===== config.mk =====
export PLATFORM = sky130hd
export DESIGN_NAME = uart_frame_check_addr_match
export DESIGN_NICKNAME = d
export VERILOG_FILES = /design/src/design/uart_rx_pkg.sv /design/src/design/rx_fifo_mem.sv /design/src/design/rx_fifo.sv /design/src/design/uart_frame_check_addr_match.sv
export VERILOG_INCLUDE_DIRS = /design/src /design/src/design
export SDC_FILE = /design/constraint.sdc
export NUM_CORES = 1
export LEC_CHECK = 0
export BUFFER_PORTS_ARGS = -buffer_cell sky130_fd_sc_hd__clkbuf_2
export CAP_MARGIN = 0
export CORE_MARGIN = 8
export CORE_UTILIZATION = 45
export DETAILED_ROUTE_END_ITERATION = 8
export HOLD_SLACK_MARGIN = 0.15
export PLACE_DENSITY = 0.71
export REMOVE_ABC_BUFFERS = 1
export SLEW_MARGIN = 5
export SYNTH_ARGS = -nofsm -noshare
export SYNTH_HDL_FRONTEND = slang
export SYNTH_HIERARCHICAL = 1
export SYNTH_SLANG_ARGS = --single-unit

===== constraint.sdc =====
create_clock -name ref_clk -period 3.5 [get_ports ref_clk]
set_input_delay 0.875 -clock ref_clk [delete_from_list [all_inputs] [get_ports ref_clk]]
set_output_delay 0.875 -clock ref_clk [all_outputs]
set_load 0.05 [all_outputs]

===== src/design/uart_rx_map.svh =====
// offsets-free constants for the receive enhancement block: modes, reset values, timing
`ifndef UART_RX_MAP_SVH
`define UART_RX_MAP_SVH
`define MODE_SHIFT 2'h0
`define MODE_UART8 2'h1
`define MODE_UART9 2'h2
`define MODE_UART9V 2'h3
`define NODE_ADDR_RST 8'h00
`define NODE_MASK_RST 8'h00
`define OVERSAMPLE 16
`define BAUD_DIV_RST 16'h001b
`define FIFO_DEPTH 16
`endif


===== src/design/uart_rx_pkg.sv =====
// types shared by the receive enhancement block
package uart_rx_pkg;
  typedef enum logic [2:0] {
    st_idle = 3'b000,
    st_start = 3'b001,
    st_data = 3'b010,
    st_ninth = 3'b011,
    st_stop = 3'b100
  } rx_state_t;
  typedef struct packed {
    logic [7:0] data;
    logic ninth;
    logic frame_err;
  } rx_word_t;
endpackage


===== src/design/rx_fifo_mem.sv =====
// small register-file memory for the receive fifo, registered read data
`timescale 1ns/1ns
module rx_fifo_mem #(
  parameter int WIDTH = 10,
  parameter int DEPTH = 16,
  parameter int AW = $clog2(DEPTH)
) (
  // clock
  input wire logic ref_clk,
  // write side
  input wire logic wr_en,
  input wire logic [AW-1:0] wr_addr,
  input wire logic [WIDTH-1:0] wr_data,
  // read side
  input wire logic [AW-1:0] rd_addr,
  output logic [WIDTH-1:0] rd_data
);
  logic [WIDTH-1:0] mem_q [DEPTH];
  always_ff @(posedge ref_clk)
  begin
    if (wr_en)
    begin
      mem_q[wr_addr] <= wr_data;
    end
    rd_data <= mem_q[rd_addr];
  end
endmodule


===== src/design/rx_fifo.sv =====
// valid/ready fifo in front of the receive data consumer
`timescale 1ns/1ns
module rx_fifo #(
  parameter int WIDTH = 10,
  parameter int DEPTH = 16
) (
  // clock and reset
  input wire logic ref_clk,
  input wire logic srst,
  // fill side
  input wire logic in_valid,
  output logic in_ready,
  input wire logic [WIDTH-1:0] in_data,
  // drain side
  output logic out_valid,
  input wire logic out_ready,
  output logic [WIDTH-1:0] out_data
);
  localparam int AW = $clog2(DEPTH);
  logic [AW:0] wp_q, wp_d, rp_q, rp_d;
  logic [AW:0] count;
  logic [AW:0] occ;
  logic [AW-1:0] rd_addr;
  logic outv_q, outv_d;
  logic [WIDTH-1:0] rd_data;
  logic push, pop;
  assign count = wp_q - rp_q;
  // the word held at the output still owns its slot until it leaves
  assign occ = count + {{AW{1'b0}}, outv_q};
  assign in_ready = occ != DEPTH[AW:0];
  assign push = in_valid && in_ready;
  // one-entry output stage: the memory read takes a cycle, so data follow pop by one
  assign pop = (count != '0) && (!outv_q || out_ready);
  // re-read the held word while stalled so the output data stand
  assign rd_addr = pop ? rp_q[AW-1:0] : rp_q[AW-1:0] - AW'(1);
  always_comb
  begin
    wp_d = push ? wp_q + 1'b1 : wp_q;
    rp_d = pop ? rp_q + 1'b1 : rp_q;
    outv_d = pop ? 1'b1 : (out_ready ? 1'b0 : outv_q);
  end
  always_ff @(posedge ref_clk)
  begin
    if (srst)
    begin
      wp_q <= '0;
      rp_q <= '0;
      outv_q <= 1'b0;
    end
    else
    begin
      wp_q <= wp_d;
      rp_q <= rp_d;
      outv_q <= outv_d;
    end
  end
  rx_fifo_mem #(.WIDTH(WIDTH), .DEPTH(DEPTH)) u_mem (
    .ref_clk(ref_clk),
    .wr_en(push),
    .wr_addr(wp_q[AW-1:0]),
    .wr_data(in_data),
    .rd_addr(rd_addr),
    .rd_data(rd_data)
  );
  assign out_valid = outv_q;
  assign out_data = rd_data;
endmodule


===== src/design/uart_frame_check_addr_match.sv =====
// serial receiver with stop-bit check and hardware address recognition
// Notes on behaviour
// stop-bit checking exists only in modes 1, 2 and 3 and only while frame_check_enable is set.
// with checking on, each frame's stop bit is sampled and a low stop bit sets the error flag.
// the framing error flag stays set until software clears it or reset; good frames keep it.
// with checking on, the receive-done flag rises at the stop bit, not at the last data bit.
// address recognition runs exactly while multiprocessor_enable is set in modes 1, 2 and 3.
// while recognition runs, an address frame raises receive-done only if its address matches.
// in mode 1 with recognition, the stop bit is the ninth bit and must be valid to raise done.
// in mode 0 multiprocessor_enable has no effect at all.
// the individual match compares only bit positions where the mask holds one.
// a mask of all ones demands an exact eight-bit match with the node address.
// the broadcast address is node address OR mask, with its zero bits as don't-care.
// an address frame is accepted if it matches the individual or the broadcast address.
// receiver and transmitter are independent; this receiver keeps its own baud timing.
// a master reaching all nodes normally sends the all-ones address.
// after reset node address and mask are zero, so every address is accepted.
// in mode 1 with multiprocessor off the ninth-bit flag takes the stop bit; unused in mode 0.
// in modes 2 and 3 a ninth bit of one marks an address frame; data frames are filtered out only while multiprocessor_enable is set.
`timescale 1ns/1ns
`include "uart_rx_map.svh"
module uart_frame_check_addr_match #(
  parameter int OVERSAMPLE = `OVERSAMPLE,
  parameter int FIFO_DEPTH = `FIFO_DEPTH
) (
  // clock and reset
  input wire logic ref_clk,
  input wire logic srst,
  // serial line
  input wire logic rx_line,
  // control bits
  input wire logic [1:0] serial_mode,
  input wire logic receive_enable,
  input wire logic multiprocessor_enable,
  input wire logic frame_check_enable,
  input wire logic [15:0] baud_div,
  // address registers written by software
  input wire logic node_address_we,
  input wire logic [7:0] node_address_wdata,
  input wire logic node_address_mask_we,
  input wire logic [7:0] node_address_mask_wdata,
  // flag clears from software
  input wire logic framing_error_clear,
  input wire logic receive_done_clear,
  // status
  output logic framing_error_flag,
  output logic receive_done_flag,
  output logic received_ninth_bit,
  output logic [7:0] node_address,
  output logic [7:0] node_address_mask,
  // received words
  output logic rx_valid,
  input wire logic rx_ready,
  output uart_rx_pkg::rx_word_t rx_word
);
  //////////////////////////////////////////////////////////////////////////////
  // address registers and matching
  logic [7:0] addr_q, addr_d, mask_q, mask_d;
  logic [7:0] bcast;
  logic [7:0] shift_q, shift_d;
  logic hit_given, hit_bcast, addr_hit;
  always_comb
  begin
    addr_d = node_address_we ? node_address_wdata : addr_q;
    mask_d = node_address_mask_we ? node_address_mask_wdata : mask_q;
  end
  always_ff @(posedge ref_clk)
  begin
    if (srst)
    begin
      addr_q <= `NODE_ADDR_RST;
      mask_q <= `NODE_MASK_RST;
    end
    else
    begin
      addr_q <= addr_d;
      mask_q <= mask_d;
    end
  end
  assign node_address = addr_q;
  assign node_address_mask = mask_q;
  assign bcast = addr_q | mask_q;
  // masked compare; an all-ones mask leaves an exact compare
  assign hit_given = ((shift_q ^ addr_q) & mask_q) == 8'h00;
  // zero bits of the broadcast address are don't-care
  assign hit_bcast = ((shift_q ^ bcast) & bcast) == 8'h00;
  assign addr_hit = hit_given || hit_bcast;

  //////////////////////////////////////////////////////////////////////////////
  // receive sequencer
  // timing is the receiver's own; the transmitter is elsewhere and never shares it
  uart_rx_pkg::rx_state_t st_q, st_d;
  logic [15:0] div_q, div_d;
  logic [4:0] tick_q, tick_d;
  logic [2:0] bit_q, bit_d;
  logic ninth_q, ninth_d;
  logic tick, mid, async_mode, nine_bit, mp_on;
  logic stop_ok, frame_end;
  logic fe_q, fe_d, done_q, done_d, rb8_q, rb8_d;
  logic push_q, push_d;
  uart_rx_pkg::rx_word_t word_q, word_d;
  logic fifo_ready;
  logic accept;

  assign async_mode = serial_mode != `MODE_SHIFT;
  assign nine_bit = serial_mode == `MODE_UART9 || serial_mode == `MODE_UART9V;
  assign mp_on = multiprocessor_enable && async_mode;
  assign tick = div_q == 16'h0000;
  assign mid = tick && tick_q == 5'(OVERSAMPLE / 2 - 1);
  assign stop_ok = rx_line;

  always_comb
  begin
    div_d = tick ? baud_div : div_q - 16'h0001;
    tick_d = tick_q;
    bit_d = bit_q;
    st_d = st_q;
    shift_d = shift_q;
    ninth_d = ninth_q;
    frame_end = 1'b0;
    case (st_q)
      uart_rx_pkg::st_idle:
      begin
        tick_d = 5'h00;
        if (receive_enable && !rx_line)
        begin
          st_d = uart_rx_pkg::st_start;
        end
      end
      uart_rx_pkg::st_start:
      begin
        if (tick)
        begin
          tick_d = tick_q + 5'h01;
        end
        if (mid)
        begin
          tick_d = 5'h00;
          bit_d = 3'h0;
          st_d = rx_line ? uart_rx_pkg::st_idle : uart_rx_pkg::st_data;
        end
      end
      uart_rx_pkg::st_data:
      begin
        if (tick)
        begin
          tick_d = tick_q + 5'h01;
        end
        if (tick && tick_q == 5'(OVERSAMPLE - 1))
        begin
          tick_d = 5'h00;
          shift_d = {rx_line, shift_q[7:1]};
          bit_d = bit_q + 3'h1;
          if (bit_q == 3'h7)
          begin
            st_d = nine_bit ? uart_rx_pkg::st_ninth : uart_rx_pkg::st_stop;
          end
        end
      end
      uart_rx_pkg::st_ninth:
      begin
        if (tick)
        begin
          tick_d = tick_q + 5'h01;
        end
        if (tick && tick_q == 5'(OVERSAMPLE - 1))
        begin
          tick_d = 5'h00;
          ninth_d = rx_line;
          st_d = uart_rx_pkg::st_stop;
        end
      end
      uart_rx_pkg::st_stop:
      begin
        if (tick)
        begin
          tick_d = tick_q + 5'h01;
        end
        if (tick && tick_q == 5'(OVERSAMPLE - 1))
        begin
          // stop bit sampled at its centre
          frame_end = 1'b1;
          st_d = uart_rx_pkg::st_idle;
        end
      end
      default:
      begin
        st_d = uart_rx_pkg::st_idle;
      end
    endcase
  end

  // mode 0 is shift-register only and is not received here; the flag then stays 0
  always_comb
  begin
    accept = 1'b0;
    if (async_mode)
    begin
      if (!mp_on)
      begin
        accept = 1'b1;
      end
      else if (nine_bit)
      begin
        accept = ninth_q && addr_hit;
      end
      else
      begin
        accept = stop_ok && addr_hit;
      end
    end
  end

  always_comb
  begin
    fe_d = fe_q;
    if (framing_error_clear)
    begin
      fe_d = 1'b0;
    end
    // set beats a same-cycle clear
    if (frame_end && frame_check_enable && async_mode && !stop_ok)
    begin
      fe_d = 1'b1;
    end
    done_d = done_q;
    if (receive_done_clear)
    begin
      done_d = 1'b0;
    end
    // done waits for the stop bit in every case, which meets the checked-mode timing
    if (frame_end && accept)
    begin
      done_d = 1'b1;
    end
    rb8_d = rb8_q;
    if (frame_end && accept)
    begin
      rb8_d = nine_bit ? ninth_q : stop_ok;
    end
    word_d = word_q;
    push_d = 1'b0;
    if (frame_end && accept)
    begin
      word_d.data = shift_q;
      word_d.ninth = nine_bit ? ninth_q : stop_ok;
      word_d.frame_err = frame_check_enable && !stop_ok;
      // a word that meets a full queue is lost, as an overrun would lose it
      push_d = fifo_ready;
    end
  end

  always_ff @(posedge ref_clk)
  begin
    if (srst)
    begin
      st_q <= uart_rx_pkg::st_idle;
      div_q <= 16'h0000;
      tick_q <= 5'h00;
      bit_q <= 3'h0;
      shift_q <= 8'h00;
      ninth_q <= 1'b0;
      fe_q <= 1'b0;
      done_q <= 1'b0;
      rb8_q <= 1'b0;
      word_q <= '0;
      push_q <= 1'b0;
    end
    else
    begin
      st_q <= st_d;
      div_q <= div_d;
      tick_q <= tick_d;
      bit_q <= bit_d;
      shift_q <= shift_d;
      ninth_q <= ninth_d;
      fe_q <= fe_d;
      done_q <= done_d;
      rb8_q <= rb8_d;
      word_q <= word_d;
      push_q <= push_d;
    end
  end

  assign framing_error_flag = fe_q;
  assign receive_done_flag = done_q;
  assign received_ninth_bit = rb8_q;

  //////////////////////////////////////////////////////////////////////////////
  // accepted words queue up; a full queue drops the newest word, as an overrun would
  rx_fifo #(.WIDTH($bits(uart_rx_pkg::rx_word_t)), .DEPTH(FIFO_DEPTH)) u_fifo (
    .ref_clk(ref_clk),
    .srst(srst),
    .in_valid(push_q),
    .in_ready(fifo_ready),
    .in_data(word_q),
    .out_valid(rx_valid),
    .out_ready(rx_ready),
    .out_data(rx_word)
  );
endmodule


# Word-level counts from Yosys, hierarchy flattened
# Memories as Yosys holds them, arrays and structs flattened. A register that Yosys moved wholly into a read port is not among the register bits.
# Cells that the tools add are included.
# totals
reg_bits,76
mem_bits_rw,160
input_bits,45
output_inout_bits,30
word_cells,115
mem_count,1
# classes
add_sub_neg,8
n_eq_ne,16
muxes,32
n_bitwise,6
n_reduce_logical,35
# mem_list
name,words,width,rd,rd_ports_with_merged_regs,write_ports,line,text
u_fifo.u_mem.mem_q,16,10,1,1,1,rx_fifo_mem.sv:18,logic [WIDTH-1:0] mem_q [DEPTH];
# ops
op,n
$mux W3,9
$pmux W5 S4,1
$and A8 B8 Y8,2
$logic_not A16 Y1,1
$logic_not A8 Y1,2
$mux W16,1
$sub A16 B1 Y16 const B,1
$xor A8 B8 Y8,2
$add A5 B1 Y5 const B,3
$mux W5,3
$pmux W3 S5,1
$mux W1,14
$logic_and A1 B1 Y1,13
$ne A2 B2 Y1 const B,6
$reduce_bool A2 Y1,5
$or A8 B8 Y8,1
$eq A3 B2 Y1 const B,2
$eq A3 B3 Y1 const B,2
$pmux W3 S2,1
$reduce_and A6 Y1,1
$add A5 B1 Y5,1
$eq A5 B3 Y1 const B,1
$eq A5 B4 Y1 const B,1
$ne A5 B5 Y1 const B,1
other kinds (16),22

# Logic depth before layout (Yosys ltp)
# logic_depth
ltp_word,12
ltp_mapped,14
depth_no_buf,13

# Hierarchy
# The synthesis kept the hierarchy.
# modules_own_cells
module,instances,cells_each,area_each_um2,seq_area_each_um2
rx_fifo_mem,1,279,6353.6,5004.8
uart_frame_check_addr_match,1,344,3196.8,1301.2
rx_fifo,1,94,818.3,220.2

# Least setup slack after synthesis
# No wires, ideal clock.
# synth_timing
path_type,register -> register
start,register u_fifo.wp_q[0]
end,memory u_fifo.u_mem.mem_q[0][0] (enable)
setup_time_ns,0.390
arrival_ns,3.365
t_required_ns,3.110
setup_slack_ns,-0.255
stages_incl_launch_ff,13
path_buffers,0
synth_period_minus_slack_ns,3.755
cell_sequence,dfxtp_1 -> inv_1 -> ha_1 -> inv_1 -> fa_1 -> a21o_1 -> a21oi_4 -> xor2_2 -> nor4_1 -> o31a_1 -> nor2_1 -> or3b_1 -> nor3_1
# synth_between
elab_chain_cells,6
# synth_lines
element,line,text
"start, declared",rx_fifo.sv:20,"logic [AW:0] wp_q, wp_d, rp_q, rp_d;"
"start signal, assigned",rx_fifo.sv:52,wp_q <= wp_d;
$sub A5 B5 Y5,rx_fifo.sv:27,assign count = wp_q - rp_q;
$add A5 B1 Y5,rx_fifo.sv:29,"assign occ = count + {{AW{1'b0}}, outv_q};"
$ne A5 B5 Y1,rx_fifo.sv:30,assign in_ready = occ != DEPTH[AW:0];
$logic_and A1 B1 Y1,rx_fifo.sv:31,assign push = in_valid && in_ready;
named net u_fifo.push,rx_fifo.sv:26,"logic push, pop;"
$mux W1,rx_fifo_mem.sv:21,if (wr_en)
$mux W1 (not written as such),rx_fifo_mem.sv:23,mem_q[wr_addr] <= wr_data;
"end, declared",rx_fifo_mem.sv:18,
# The timed path passes the listed nets, and every way through them passes these cells.

# Final worst setup path
# layout_timing
start,register u_fifo.wp_q[0]
end,"register u_fifo.u_mem.rd_data[1], read port of u_fifo.u_mem.mem_q"
# layout_between
elab_chain_cells,4
# layout_lines
element,line,text
$sub A5 B5 Y5,rx_fifo.sv:27,
$reduce_bool A5 Y1,rx_fifo.sv:33,assign pop = (count != '0) && (!outv_q || out_ready);
$logic_and A1 B1 Y1,rx_fifo.sv:33,
$mux W4,rx_fifo.sv:35,assign rd_addr = pop ? rp_q[AW-1:0] : rp_q[AW-1:0] - AW'(1);
named net u_fifo.rd_addr[0],rx_fifo.sv:23,logic [AW-1:0] rd_addr;
"end, declared",rx_fifo_mem.sv:16,output logic [WIDTH-1:0] rd_data
# The timed path passes the listed nets, and every way through them passes these cells.
# A chain may end at the register's enable or synchronous reset.

==> flow_metrics.env <==
export IMPL_status="finished, final reports clean"
export IMPL_drive_gt1_share_pct=25.38
export IMPL_synth_area_leaders="edfxtp_1 (46%), dfxtp_1 (17%), mux4_2 (6.1%), mux2i_1 (3.8%), nor2_1 (3.4%)"
export IMPL_synth_edf_count=160
export IMPL_place_port_buffers=74
export IMPL_grt_max_degree=43
export IMPL_pin_count=75
export IMPL_tightest_slew_ns=0.8213
export IMPL_antenna_found_initial=0
export IMPL_yosys_cell_types_count=70
export IMPL_finalSetupViolations=0
export IMPL_synth_most_common_cell="edfxtp_1"
export IMPL_tritoncts="built"
export IMPL_rsz0062_at_grt="true"
export IMPL_min_to="receive_done_flag$_SDFFE_PP0P_"
export IMPL_first_iter_violations=377
export IMPL_worstPathArrival_ns=3.78
export IMPL_power_density_nw_per_um2=708.3
export IMPL_r2r_end="u_fifo/u_mem/rd_data[1]$_DFF_P_"
export IMPL_grt_usage_pct=14.17
export IMPL_mappedNetlistArea_um2=10370
export IMPL_yosysTopAreaCellShare_pct=46.34
export IMPL_core_um2=22640
export IMPL_maxCapViolCount=0
export IMPL_wirelength_mm=20.35
export IMPL_clock_sinks=246
export IMPL_critPathTopFamily="compound AO/OA/AOI/OAI gates"
export IMPL_antenna_cells=0
export IMPL_rows=55
export IMPL_gr_total_overflow=0
export IMPL_gp_congestion=0.7499
export IMPL_register_area_um2=6526
export IMPL_worst_r2r_startpoint="u_fifo/wp_q[0]$_SDFFE_PP0P_"
export IMPL_finalCriticalPeriod_ns=3.368
export IMPL_cp_cell_sequence="inv_1 -> ha_1 -> inv_1 -> fa_1 -> a21o_1 -> a21oi_4 -> xor2_2 -> a32oi_2 -> xnor2_2 -> buf_4 -> buf_12 -> mux4_1 -> a22oi_2 -> nand2_1"
export IMPL_yosys_area_top_type="edfxtp_1"
export IMPL_hold_slack_ns=0.4720
export IMPL_numCtsBuffers=25
export IMPL_synth_ff_type="edfxtp_1"
export IMPL_crit_required_ns=3.91
export IMPL_first_pass_iters=4
export IMPL_clockRootBuffer="clkbuf_16"
export IMPL_fin_crit_sh_pct=96.24
export IMPL_area_delta_synth_final_pct=16.42
export IMPL_start_kind="register"
export IMPL_synth_seq_area_share_pct=62.94
export IMPL_yosysWarnings=6
export IMPL_wire_per_inst_um=17.98
export IMPL_multi_input_area_um2=3654
export IMPL_synthCells=717
export IMPL_grt_pass1_wl_mm=32.70
export IMPL_min_from="receive_done_flag$_SDFFE_PP0P_"
export IMPL_post_route_drc_count=0
export IMPL_nNetsFinal=888
export IMPL_place_inst=1077
export IMPL_slew_viol_final=0
export IMPL_ff2ff_path_depth=14
export IMPL_ys_ff_latch=246
export IMPL_fin_cells=1132
export IMPL_relSlewSlack_pct=45.25
export IMPL_die_y_um=167.8
export IMPL_fillers=1826
export IMPL_peakVddDrop_v=0.0004169
export IMPL_critical_path_class="register to register"
export IMPL_clkLatencyLatePin_ns=0.53
export IMPL_dpl_hpwl_mm=13.51
export IMPL_end_kind="register"
export IMPL_cts_hold_buffers=0
export IMPL_fin_total_pwr_w=0.008550
export IMPL_critPathMaxFanout=10
export IMPL_hold_class="register to register"
export IMPL_fin_tns_setup_ns=0
export IMPL_viasPerCell=5.378
export IMPL_clk_pin_slew_ns=0.06
export IMPL_fin_skew_ns=0.01898
export IMPL_fp_dieW_um=167.8
export IMPL_worst_path_buf_inv=4
export IMPL_synthArstFlopShare_pct=0
export IMPL_clockBufferDepth=3
export IMPL_antenna_left=0
export IMPL_dieArea_um2=28160
export IMPL_grt_pass1_vias=6323
export IMPL_cpMaxStageDelayCell="mux4_1"
export IMPL_holdPathStages=2
export IMPL_cpMostUsedCell="inv_1"
export IMPL_reg2reg_setup_slack_ns=0.13
export IMPL_clock_fmax_mhz=296.9
export IMPL_leakagePower_nw=3.980
export IMPL_start_util_pct=45.80
export IMPL_cpPeakStageDelay_ns=0.63
export IMPL_ys_top_cells_by_count="edfxtp_1 (160), nor2_1 (94), dfxtp_1 (86)"
export IMPL_vias=6088
export IMPL_htree_levels=1
export IMPL_hold_viol=0
export IMPL_avgSynthCellArea_um2=14.46
layer usage:
| metal | GRT usage [%] | part of all wire, % | vias up |
|---|---|---|---|
| li1 | - | - | 2934 |
| met1 | 18.80 | 46 | 2974 |
| met2 | 23.36 | 47 | 144 |
| met3 | 2.900 | 4.7 | 36 |
| met4 | 3.843 | 2.1 | 0 |
| met5 | 0 | 0 | - |
cell families (layout without fill, tap and decap cells):
| kind of cell | Yosys count | in the layout | synth area share (%) |
|---|---|---|---|
| muxes | 86 | 86 | 13.76 |
| DFF | 246 | 246 | 62.94 |
| and+or+nand+nor | 219 | 219 | 10.87 |
| adders and majority gates | 15 | 15 | 1.882 |
| buffers and inverters | 47 | 177 | 2.498 |
| AOI/OAI and AO/OA | 69 | 69 | 5.020 |
| xor gates and xnor gates | 35 | 35 | 3.029 |
sequential cells by signal, indices dropped and copies added, names as in the netlist, 3 cells and up:
name and flops:
bit_q 3, div_q 16, node_address 8, node_address_mask 8, shift_q 8, st_q 3, tick_q 5, u_fifo/rp_q 5
u_fifo/u_mem/mem_q 160, u_fifo/u_mem/rd_data 10, u_fifo/wp_q 5, word_q 10
placed cells by master (no fill, tap or decap), types with 18 or more instances in the layout:
cell / n
xnor2_1: 18
dfxtp_1: 86
nor3_1: 20
mux4_2: 29
edfxtp_1: 160
clkbuf_16: 26
nor2_1: 92
mux2i_1: 38
nand2b_1: 22
nand2_1: 28
clkbuf_2: 74
a22oi_1: 22
buf_4: 35
tightest hold or removal path, cell delays in order (launching register included):
cell,delay (ns)
dfxtp_1,0.31
nand2b_1,0.07
a21oi_1,0.05
layout make-up:
type,count,share of cell area (%)
sequential,246,54.06
clock buffer,34,5.462
inverter,16,0.5079
timing repair buffer,115,6.209
tap,285,2.954
clock inverter,12,0.5390
multi-input combinational,424,30.27
how the worst max path moves through the flow:
| stage | from | to | slack [ns] | cells after the start |
|---|---|---|---|---|
| 2_1_floorplan | u_fifo/wp_q[0]$_SDFFE_PP0P_ | u_fifo/u_mem/rd_data[0]$_DFF_P_ | -2.83 | 12 |
| 3_3_place_gp | u_fifo/wp_q[0]$_SDFFE_PP0P_ | u_fifo/u_mem/rd_data[0]$_DFF_P_ | 0.03 | 13 |
| 3_5_place_dp | u_fifo/wp_q[0]$_SDFFE_PP0P_ | u_fifo/u_mem/rd_data[0]$_DFF_P_ | -0.01 | 13 |
| 4_1_cts | u_fifo/wp_q[0]$_SDFFE_PP0P_ | u_fifo/u_mem/rd_data[0]$_DFF_P_ | 0.01 | 13 |
| 5_1_grt | u_fifo/wp_q[0]$_SDFFE_PP0P_ | u_fifo/u_mem/rd_data[3]$_DFF_P_ | -0.02 | 14 |
| 6_report | u_fifo/wp_q[0]$_SDFFE_PP0P_ | u_fifo/u_mem/rd_data[1]$_DFF_P_ | 0.13 | 14 |
per-stage QoR:
step	setup WS [ns]	utilization, %	cell area [um2]
finish	0.1318	53.32	12070
global route	-0.02219	53.32	12070
CTS	0.01107	52.77	11950
detailed placement	-0.01373	49.51	11210
global placement	0.02908	49.51	11210
floorplan	-2.827	-	10170
report_power, final:
group,switching [W],internal [W]
Combinational,0.00148,0.00139
Clock,0.00105,0.00132
Sequential,0.000130,0.00317
repair_timing:
action | 4_1_cts | 5_1_grt
setup buffers | 2 | 5
cloned | 0 | 2
resized for setup | 0 | 18
pin swaps | 1 | 2
endpoints found under the setup margin | 1 | 50
hold endpoints to repair | 0 | 0
Note: power is estimated with default switching activity, not from simulation.
